### src/include/clsr_pkg.sv
// Notes on behaviour
// - speed field 15:14, 10=1000, 01=100, 00=10; resets 10, kept on soft reset.
// - speed, duplex, pause, crossover meaningful only while resolved flag is one.
// - resolved flag set on negotiation complete, forced one while negotiation disabled.
// - duplex bit one for full, zero for half; resets zero, kept on soft reset.
// - page-received bit latches high on a page, clears when register is read.
// - real-time link bit follows present link state without latching.
// - pause bits mirror pause resolution; the block takes no action on them.
// - crossover bit one for MDIX, zero for MDI, resets one; manual mode shows setting.
// - new crossover mode setting takes effect only after a software reset.
// - energy-detect bit one while sleeping, zero while active.
// - global link bit one while link up, zero down; resets zero.
// - polarity bit one when reversed receive polarity detected, else zero.
// - polarity reversal suppressible in 10BASE-T only; gigabit per-pair polarity in separate four-bit field.
// - jabber bit one while jabber present, zero otherwise.
// - crossover mode 00 manual MDI, 01 manual MDIX, 11 automatic, 10 reserved.
// - with reversal disabled, 10BASE-T polarity is forced normal.
package clsr_pkg;
    localparam int ADDR_W = 5;
    localparam int DATA_W = 16;
    localparam int PAIR_W = 4;

    localparam logic [ADDR_W-1:0] OFS_CTRL = 5'h10;
    localparam logic [ADDR_W-1:0] OFS_STAT = 5'h11;
    localparam logic [ADDR_W-1:0] OFS_IMASK = 5'h12;
    localparam logic [ADDR_W-1:0] OFS_ISTAT = 5'h13;
    localparam logic [ADDR_W-1:0] OFS_PAIR = 5'h15;

    // status register bit positions
    localparam int B_SPEED = 14;
    localparam int B_DUPLEX = 13;
    localparam int B_PAGE = 12;
    localparam int B_RESOLVED = 11;
    localparam int B_LINK_RT = 10;
    localparam int B_TXP = 9;
    localparam int B_RXP = 8;
    localparam int B_RSVD7 = 7;
    localparam int B_MDIX = 6;
    localparam int B_RSVD5 = 5;
    localparam int B_ENERGY = 4;
    localparam int B_GLINK = 3;
    localparam int B_RSVD2 = 2;
    localparam int B_POL = 1;
    localparam int B_JAB = 0;

    // control register bit positions
    localparam int C_SOFT_RST = 15;
    localparam int C_AN_EN = 12;
    localparam int C_XMODE = 5;
    localparam int C_POL_DIS = 1;

    localparam logic [1:0] SPD_1000 = 2'h2;
    localparam logic [1:0] SPD_100 = 2'h1;
    localparam logic [1:0] SPD_10 = 2'h0;
    localparam logic [1:0] XM_MDI = 2'h0;
    localparam logic [1:0] XM_MDIX = 2'h1;
    localparam logic [1:0] XM_AUTO = 2'h3;

    localparam logic [1:0] SPEED_RST = 2'h2;
    localparam logic [1:0] XMODE_RST = 2'h3;
    localparam logic MDIX_RST = 1'h1;
    localparam logic AN_EN_RST = 1'h1;

    // interrupt bits share the status layout: 12,11,10,6,4,1,0
    localparam logic [DATA_W-1:0] IRQ_VALID = 16'h1c53;
endpackage

### src/design/clsr_top.sv
// Strobed register access was left to the implementer.
`timescale 1ns/1ps
module clsr_top (
    input wire logic ref_clk_i, // 250 MHz clock
    input wire logic sys_rst_i, // sync reset, active high
    input wire logic [clsr_pkg::ADDR_W-1:0] addr_i, // register address
    input wire logic [clsr_pkg::DATA_W-1:0] wr_data_i, // write data
    input wire logic wr_i, // write strobe
    input wire logic rd_i, // read strobe
    input wire logic [1:0] speed_i, // negotiated speed code
    input wire logic duplex_i, // negotiated duplex, 1 = full
    input wire logic pause_tx_i, // pause resolution, transmit
    input wire logic pause_rx_i, // pause resolution, receive
    input wire logic an_done_i, // negotiation complete level
    input wire logic page_rx_i, // page received pulse
    input wire logic link_rt_i, // real-time link level
    input wire logic link_up_i, // global link level
    input wire logic mdix_auto_i, // auto crossover result, 1 = MDIX
    input wire logic ed_sleep_i, // energy detect in sleep
    input wire logic pol_rev_i, // reversed polarity detected
    input wire logic [clsr_pkg::PAIR_W-1:0] pair_pol_i, // per-pair polarity, gigabit
    input wire logic jabber_i, // jabber condition present
    output logic [clsr_pkg::DATA_W-1:0] rd_data_o, // read data, cycle after strobe
    output logic irq_o, // level interrupt
    output logic an_enable_o, // negotiation enable
    output logic [1:0] xmode_o, // active crossover mode
    output logic pol_dis_o, // polarity reversal disabled
    output logic soft_rst_o // software reset pulse
);
    import clsr_pkg::*;

    typedef struct packed {
        logic [1:0] speed;
        logic duplex;
        logic page;
        logic resolved;
        logic link_rt;
        logic txp;
        logic rxp;
        logic mdix;
        logic energy;
        logic glink;
        logic pol;
        logic jab;
        logic [PAIR_W-1:0] pair_pol;
        logic an_en;
        logic [1:0] xmode_wr;
        logic [1:0] xmode;
        logic pol_dis;
        logic soft_rst;
        logic [DATA_W-1:0] imask;
        logic [DATA_W-1:0] istat;
        logic [DATA_W-1:0] rdata;
        logic irq;
    } clsr_state_t;

    clsr_state_t st;
    clsr_state_t next_st;
    logic res_now;
    logic stat_rd;
    logic ten;
    logic gig;
    logic [DATA_W-1:0] stat_v;
    logic [DATA_W-1:0] ctrl_v;
    logic [DATA_W-1:0] ev;
    logic [DATA_W-1:0] w1c;

    assign rd_data_o = st.rdata;
    assign irq_o = st.irq;
    assign an_enable_o = st.an_en;
    assign xmode_o = st.xmode;
    assign pol_dis_o = st.pol_dis;
    assign soft_rst_o = st.soft_rst;

    always_comb begin
        next_st = st;
        ev = '0;
        w1c = '0;
        stat_v = '0;
        ctrl_v = '0;
        next_st.soft_rst = 1'h0;
        stat_rd = rd_i && (addr_i == OFS_STAT);
        ten = (st.speed == SPD_10);
        gig = (st.speed == SPD_1000);
        res_now = an_done_i | ~st.an_en;

        // live levels, no latching
        next_st.resolved = res_now;
        next_st.link_rt = link_rt_i;
        next_st.glink = link_up_i;
        next_st.energy = ed_sleep_i;
        next_st.jab = jabber_i;
        // suppressed in gigabit, where pairs report separately
        next_st.pol = pol_rev_i & ~gig & ~(st.pol_dis & ten);
        next_st.pair_pol = gig ? pair_pol_i : '0;

        // resolved results captured only while resolution holds
        if (res_now) begin
            next_st.speed = speed_i;
            next_st.duplex = duplex_i;
            next_st.txp = pause_tx_i;
            next_st.rxp = pause_rx_i;
        end

        // crossover status follows the active mode
        case (st.xmode)
            XM_MDI: begin
                next_st.mdix = 1'h0;
            end
            XM_MDIX: begin
                next_st.mdix = 1'h1;
            end
            default: begin
                if (res_now) begin
                    next_st.mdix = mdix_auto_i;
                end
            end
        endcase

        // set beats the clear of a read
        next_st.page = page_rx_i | (st.page & ~stat_rd);

        // software reset loads the pending crossover mode
        if (st.soft_rst) begin
            next_st.xmode = st.xmode_wr;
            next_st.page = page_rx_i;
        end

        // interrupt events
        ev[B_PAGE] = page_rx_i;
        ev[B_RESOLVED] = res_now & ~st.resolved;
        ev[B_LINK_RT] = link_rt_i ^ st.link_rt;
        ev[B_MDIX] = next_st.mdix ^ st.mdix;
        ev[B_ENERGY] = ed_sleep_i ^ st.energy;
        ev[B_POL] = next_st.pol ^ st.pol;
        ev[B_JAB] = jabber_i & ~st.jab;

        if (wr_i) begin
            case (addr_i)
                OFS_CTRL: begin
                    next_st.soft_rst = wr_data_i[C_SOFT_RST];
                    next_st.an_en = wr_data_i[C_AN_EN];
                    next_st.xmode_wr = wr_data_i[C_XMODE +: 2];
                    next_st.pol_dis = wr_data_i[C_POL_DIS];
                end
                OFS_IMASK: begin
                    next_st.imask = wr_data_i & IRQ_VALID;
                end
                OFS_ISTAT: begin
                    w1c = wr_data_i & IRQ_VALID;
                end
                default: begin
                    // status and pair registers ignore writes
                    w1c = '0;
                end
            endcase
        end
        next_st.istat = (st.istat & ~w1c) | (ev & IRQ_VALID);
        next_st.irq = |(next_st.istat & next_st.imask);

        // reserved positions stay zero
        stat_v[B_SPEED +: 2] = st.speed;
        stat_v[B_DUPLEX] = st.duplex;
        stat_v[B_PAGE] = st.page;
        stat_v[B_RESOLVED] = st.resolved;
        stat_v[B_LINK_RT] = st.link_rt;
        stat_v[B_TXP] = st.txp;
        stat_v[B_RXP] = st.rxp;
        stat_v[B_MDIX] = st.mdix;
        stat_v[B_ENERGY] = st.energy;
        stat_v[B_GLINK] = st.glink;
        stat_v[B_POL] = st.pol;
        stat_v[B_JAB] = st.jab;

        ctrl_v[C_AN_EN] = st.an_en;
        ctrl_v[C_XMODE +: 2] = st.xmode_wr;
        ctrl_v[C_POL_DIS] = st.pol_dis;

        next_st.rdata = '0;
        if (rd_i) begin
            case (addr_i)
                OFS_CTRL: begin
                    next_st.rdata = ctrl_v;
                end
                OFS_STAT: begin
                    next_st.rdata = stat_v;
                end
                OFS_IMASK: begin
                    next_st.rdata = st.imask;
                end
                OFS_ISTAT: begin
                    next_st.rdata = st.istat;
                end
                OFS_PAIR: begin
                    next_st.rdata = {{(DATA_W-PAIR_W){1'h0}}, st.pair_pol};
                end
                default: begin
                    next_st.rdata = '0;
                end
            endcase
        end
    end

    always_ff @(posedge ref_clk_i) begin
        if (sys_rst_i) begin
            st <= '0;
            st.speed <= SPEED_RST;
            st.mdix <= MDIX_RST;
            st.xmode <= XMODE_RST;
            st.xmode_wr <= XMODE_RST;
            st.an_en <= AN_EN_RST;
        end else begin
            st <= next_st;
        end
    end
endmodule

### config.mk
export PLATFORM = sky130hd
export DESIGN_NAME = clsr_top
export DESIGN_NICKNAME = d
export VERILOG_FILES = /design/src/include/clsr_pkg.sv /design/src/design/clsr_top.sv
export SDC_FILE = /design/constraint.sdc
export NUM_CORES = 1
export LEC_CHECK = 0
export BUFFER_PORTS_ARGS = -buffer_cell sky130_fd_sc_hd__buf_2
export CORE_MARGIN = 2
export CORE_UTILIZATION = 50
export DETAILED_ROUTE_END_ITERATION = 16
export PLACE_DENSITY = 0.87
export SLEW_MARGIN = 30
export SYNTH_ARGS = -nofsm -noshare
export SYNTH_HDL_FRONTEND = slang
export SYNTH_SLANG_ARGS = --single-unit
### constraint.sdc
create_clock -name ref_clk_i -period 1.9 [get_ports ref_clk_i]
set_input_delay 0.285 -clock ref_clk_i [delete_from_list [all_inputs] [get_ports ref_clk_i]]
set_output_delay 0.285 -clock ref_clk_i [all_outputs]
set_load 0.01 [all_outputs]
==> results of run 1 <==
[stage by stage]
stage          hold slack, ns  power, mW  utilization  setup TNS [ns]
6_report                0.175       2.12        0.630               0
3_3_place_gp            0.434       1.40        0.604         -0.0492
2_1_floorplan           0.403       1.31            -               0
5_1_grt                 0.173       2.21        0.630               0
4_1_cts                 0.173       2.13        0.630               0
3_5_place_dp            0.441       1.40        0.604          -0.101
[Yosys cell counts (2+ instances only)]
cell type	instances	area [um^2]
a21oi_1	15	75.1
xor2_1	3	26.3
dfxtp_1	54	1080
a31oi_1	2	12.5
buf_6	2	22.5
nor2_1	23	86.3
nand2_1	25	93.8
and2_1	4	25.0
nand2b_1	2	12.5
nor3b_1	3	22.5
mux2i_1	9	90.1
o22ai_1	3	18.8
nand3_1	16	80.1
clkbuf_1	5	18.8
and3_1	10	62.6
nor2b_1	9	56.3
buf_4	18	135
a22oi_1	13	97.6
[sequential cells by signal, indices dropped and copies added (netlist names)]
register	flops
ctrl_v	2
soft_rst_o	1
rd_data_o	15
irq_o	1
st	31
an_enable_o	1
pol_dis_o	1
xmode_o	2
[kinds of logic after synthesis]
kind of cell / after synthesis / share of synthesized area
buffers and inverters: 28 / 0.0866
AOI/OAI and AO/OA: 40 / 0.121
muxes: 9 / 0.0416
other: 1 / 0.00173
xor gates and xnor gates: 4 / 0.0162
DFF: 54 / 0.499
and+or+nand+nor: 98 / 0.234
[critical path: cells and delay by family]
kind,cells,cell delay [ns]
AOI/OAI and AO/OA,2,0.53
and+or+nand+nor,2,0.67
muxes,1,0.30
buffers and inverters,1,0.10
[area by class of cell]
class                   count  area, um^2
multi-input cells         152         898
clock inverters             3        40.0
well taps                  50        62.6
repair buffers             74         418
fillers                   361        1510
clock buffers               5        68.8
flip-flops and latches     54        1080
inverters                   2        7.51
[layer usage]
| layer | GRT usage | share of wire |
|---|---|---|
| met3 | 0.0567 | 0.062 |
| met4 | 0.0705 | 0.011 |
| met1 | 0.259 | 0.43 |
| met5 | 0 | 0 |
| met2 | 0.351 | 0.49 |
[power by group through the flow]
stage | Combinational, mW | Clock [mW] | Sequential, mW
2_1_floorplan | 0.0996 | 0 | 1.21
3_3_place_gp | 0.180 | 0 | 1.22
3_5_place_dp | 0.187 | 0 | 1.22
4_1_cts | 0.188 | 0.749 | 1.19
5_1_grt | 0.210 | 0.806 | 1.20
6_report | 0.189 | 0.743 | 1.19
[final timing paths]
path | from | end | cells past startpoint
setup / recovery | addr_i[0] | irq_o | 6
hold / removal | pair_pol_i[2] | st[58] | 2
setup reg to reg | st[64] | irq_o | 5
hold reg to reg | st[70] | st[70] | 2
==> results.cfg, run 1 <==
[sta]
fin_skew_ns = 0.00236
maxSlewHeadroom = 0.511
min_period_ns = 1.70
hold_viol_final = 0
worst_slew_pin_slew_ns = 0.729
rsz0062_at_grt = no
max_freq_mhz = 589
setup_slack_ns = 0.201
period_share = 0.894
timing.final.max_slew_violations = 0
setup_viol = 0

[drt]
final_antenna_net_count = 0
drt-total-wl_um = 4790
drt_first_pass_iters = 4
drc = 0
drtIter0Drc = 150
routedWlPerCell_um = 14.1
routed-via-count = 1792
vias_per_cell = 5.27

[pwr]
p_sw_frac = 0.224
internal_power_mw = 1.65
pwr-share-clk = 0.350
peakVddDrop_mv = 0.382
combinationalPowerShare = 0.089
power_switching_mw = 0.476
seqPwrFrac = 0.561
powerDensity_nw_per_um2 = 824
p_leak_nw = 1.13

[global_routing]
grt.total_usage = 0.209
grt_pass1_vias = 1759
antenna_found_initial = 0
grt.overflow.total = 0
grt_pass1_wl_um = 8110
grt_max_degree = 29

[cells_and_area]
drive_gt1_frac = 0.310
instances_no_fill = 340
antenna_cells = 0
layout_commonest_cell = buf_2
syn2layout_area_growth_pct = 18.9
final_cell_mix = 55 x buf_2, 54 x dfxtp_1, 25 x nand2_1
final_cell_area_um2 = 2580
finalNetCount = 331

[synth]
syn_area_per_cell_um2 = 9.26
ys.flop_type = dfxtp_1
async_flop_share = 0
netlist_instances = 234
ys_types = 36
ys_ff_latch = 54
netlist_area_um2 = 2170
syn-num-nets = 276
yosysWarningCount = 0
synth_edf_count = 0
synth_seq_area_share = 0.499

[floorplan]
die-height_um = 69.8
initial_utilization = 0.530
coreArea_um2 = 4090
io_pins = 64
die_w_um = 69.8
die-area_um2 = 4880
rows = 23

[clock_tree]
cts_sinks = 54
cts_buffer_depth = 2
cts_tree = done
cts_buffers = 5
cts_root_buffer = clkbuf_8
clk_pin_slew_ns = 0.09
cts_hold_buf = 0
postCtsSetupBuffers = 0
cts_resized = 0
htree_levels = 2
clk_latency_ns = 0.30

[place]
port_buffers = 55
place_inst = 332
post-dp-hpwl_um = 3540
dp_worst_setup_slack_ns = -0.101
gp_congestion = 0.841
placed_cell_area_um2 = 2470

[run]
cap_violations = 0

[critical_path]
max_stage_delay_ns = 0.42
worstPathCellList = buf_2 -> or3_4 -> nor2b_4 -> mux2i_1 -> o22ai_1 -> o41a_1
worst-setup-path-type = in -> reg
required_ns = 2.10
worstSetupStartpointType = primary input
arrival_ns = 1.89
regToRegSetupSlack_ns = 0.27
cp_slowest_cell = o41a_1
path_max_fanout = 7
end_kind = flop

[outcome]
status = complete, no violations

[min_path]
holdCritPathClass = in -> reg
No activity file was read; power rests on OpenSTA's default activity.
==> run 2, diff against run 1 <==
--- a/config.mk
+++ b/config.mk
@@ -5,9 +5,10 @@
 export SDC_FILE = /design/constraint.sdc
 export NUM_CORES = 1
 export LEC_CHECK = 0
+export ABC_AREA = 1
 export BUFFER_PORTS_ARGS = -buffer_cell sky130_fd_sc_hd__buf_2
 export CORE_MARGIN = 2
-export CORE_UTILIZATION = 50
+export CORE_UTILIZATION = 51
 export DETAILED_ROUTE_END_ITERATION = 16
 export PLACE_DENSITY = 0.87
 export SLEW_MARGIN = 30
==> results.cfg, run 2 <==
[outcome]
status = complete, no violations

[place]
post-dp-hpwl_um = 3630
port_buffers = 55
dp_worst_setup_slack_ns = 0.252
gp_congestion = 0.795
placed_cell_area_um2 = 2550
place_inst = 399

[sta]
min_period_ns = 1.34
hold_viol_final = 0
setup_viol = 0
max_freq_mhz = 748
fin_skew_ns = 0.0104
setup_slack_ns = 0.562
rsz0062_at_grt = no
timing.final.max_slew_violations = 0
period_share = 0.704
fin_tns_setup_ns = 0

[synth]
netlist.top_cell.by_area = dfxtp_1
syn_area_per_cell_um2 = 7.51
synth_common_cells = 63 x nand2_1, 54 x dfxtp_1, 53 x inv_1
synth_seq_area_share = 0.463
async_flop_share = 0
yosysWarningCount = 0
ys_ff_latch = 54
ys.flop_type = dfxtp_1
yosys.area.top_type_share = 0.463
netlist_instances = 311
synth.most_common_cell = nand2_1
syn-num-nets = 353
ys_types = 30
netlist_area_um2 = 2330
synth_area_leaders = dfxtp_1 46%, nand2_1 10%, inv_1 8.5%, buf_4 5.8%, nor2_1 5.8%
synth_edf_count = 0

[min_path]
worstHoldStart = link_up_i
holdCritPathClass = in -> reg
holdPathEnd = st[62]
min_path_cells = 3

[cells_and_area]
top_register = st
syn2layout_area_growth_pct = 13.0
largest_reg_flops = 31
layout_commonest_cell = nand2_1
n_fill_cell = 389
final_cell_mix = 63 x nand2_1, 55 x buf_2, 54 x dfxtp_1
final_cell_area_um2 = 2640
instances_no_fill = 407
finalNetCount = 396
antenna_cells = 0
drive_gt1_frac = 0.225

[clock_tree]
clk_pin_slew_ns = 0.10
postCtsSetupBuffers = 0
cts_resized = 0
cts_root_buffer = clkbuf_8
cts_tree = done
cts_sinks = 54
htree_levels = 2
cts_buffers = 5
cts_hold_buf = 0
clk_latency_ns = 0.30
cts_buffer_depth = 2

[critical_path]
reg2reg_to = irq_o
r2r_start = an_enable_o
max_stage_delay_ns = 0.40
required_ns = 2.08
worstSetupStartpointType = flop
worst-setup-path-type = reg -> reg
cp_slowest_cell = dfxtp_1
arrival_ns = 1.52
r2r_cells = 9
crit_top_cell = nand2_1
end_kind = flop
worstPathCellList = nand2_1 -> nand2_1 -> nand3_1 -> nand3_1 -> nand3_1 -> nand2_1 -> nand2_1 -> nor2_2 -> a21oi_2
path_max_fanout = 7
regToRegSetupSlack_ns = 0.56

[floorplan]
coreArea_um2 = 4380
io_pins = 64
die-height_um = 71.7
initial_utilization = 0.533
die-area_um2 = 5140
die_w_um = 71.7
rows = 24

[global_routing]
grt_max_degree = 26
grt.overflow.total = 0
grt.total_usage = 0.205
grt_pass1_vias = 1904
grt_pass1_wl_um = 8350
antenna_found_initial = 0

[drt]
drtIter0Drc = 118
final_antenna_net_count = 0
drt_first_pass_iters = 4
routedWlPerCell_um = 12.0
drt-total-wl_um = 4890
drc = 0
routed-via-count = 1985
vias_per_cell = 4.88

[pwr]
peakVddDrop_mv = 0.586
p_leak_nw = 1.38
total_power_mw = 2.03
powerDensity_nw_per_um2 = 771

[run]
cap_violations = 0
==> run 2: cell types whose count changed after synthesis, moves of 9 or more <==
cell	before	now
nor2b_1	9	0
a22oi_1	13	0
and3_1	10	0
nor2_1	23	36
o21ai_0	1	20
inv_1	1	53
mux2i_1	9	0
nand2_1	25	63
==> run 2: worst max-delay path by stage <==
stage          slack, ns  cells after the start     to   startpoint
2_1_floorplan       0.54                     11  irq_o    addr_i[3]
3_3_place_gp        0.29                     10  irq_o    addr_i[3]
3_5_place_dp        0.25                     10  irq_o    addr_i[3]
4_1_cts             0.55                      9  irq_o  an_enable_o
5_1_grt             0.37                      9  irq_o    addr_i[3]
6_report            0.56                      9  irq_o  an_enable_o
==> run 2: through the flow <==
stage | hold WS (ns) | utilization
final | 0.172 | 0.602
after floorplan | 0.392 | -
after detailed placement | 0.420 | 0.581
after global placement | 0.421 | 0.581
after global routing | 0.182 | 0.602
after CTS | 0.172 | 0.602
==> run 2: cells by family (layout without fill, tap and decap cells) <==
family / count (synthesis) / after routing / share of synthesized area
xor+xnor: 2 / 2 / 0.00750
simple gates: 131 / 131 / 0.251
other cells: 1 / 1 / 0.00161
flops: 54 / 54 / 0.463
buf+inv: 77 / 121 / 0.156
compound gates: 46 / 46 / 0.121
==> run 2: critical path, delay by kind of cell, from the launching register on <==
kind | cells | cell delay [ns]
and+or+nand+nor | 8 | 0.77
DFF | 1 | 0.40
AOI/OAI and AO/OA | 1 | 0.06
==> run 2: area by class of cell <==
type,count,area [um^2],share of cell area
clock buffer,7,86.3,0.0327
clock inverter,1,5.00,0.00190
inverter,53,199,0.0754
multi-input combinational,180,888,0.337
sequential,54,1080,0.410
tap,52,65.1,0.0247
timing repair buffer,60,313,0.119
==> run 2: power by group <==
| part | switching [mW] | total, mW | internal, mW | leakage [nW] |
|---|---|---|---|---|
| Combinational | 0.124 | 0.202 | 0.0776 | 0.890 |
| Clock | 0.349 | 0.643 | 0.295 | 0.0482 |
| Sequential | 0.0188 | 1.19 | 1.17 | 0.442 |
| Total | 0.491 | 2.03 | 1.54 | 1.38 |
==> run 2: layer usage <==
metal  track usage  vias to the layer above  routed length (um)
met5             0                        -                   0
met4        0.0839                        0                  46
met3        0.0450                        5                 412
met2         0.351                       76                2380
met1         0.250                      869                2060
li1              -                     1035                   -
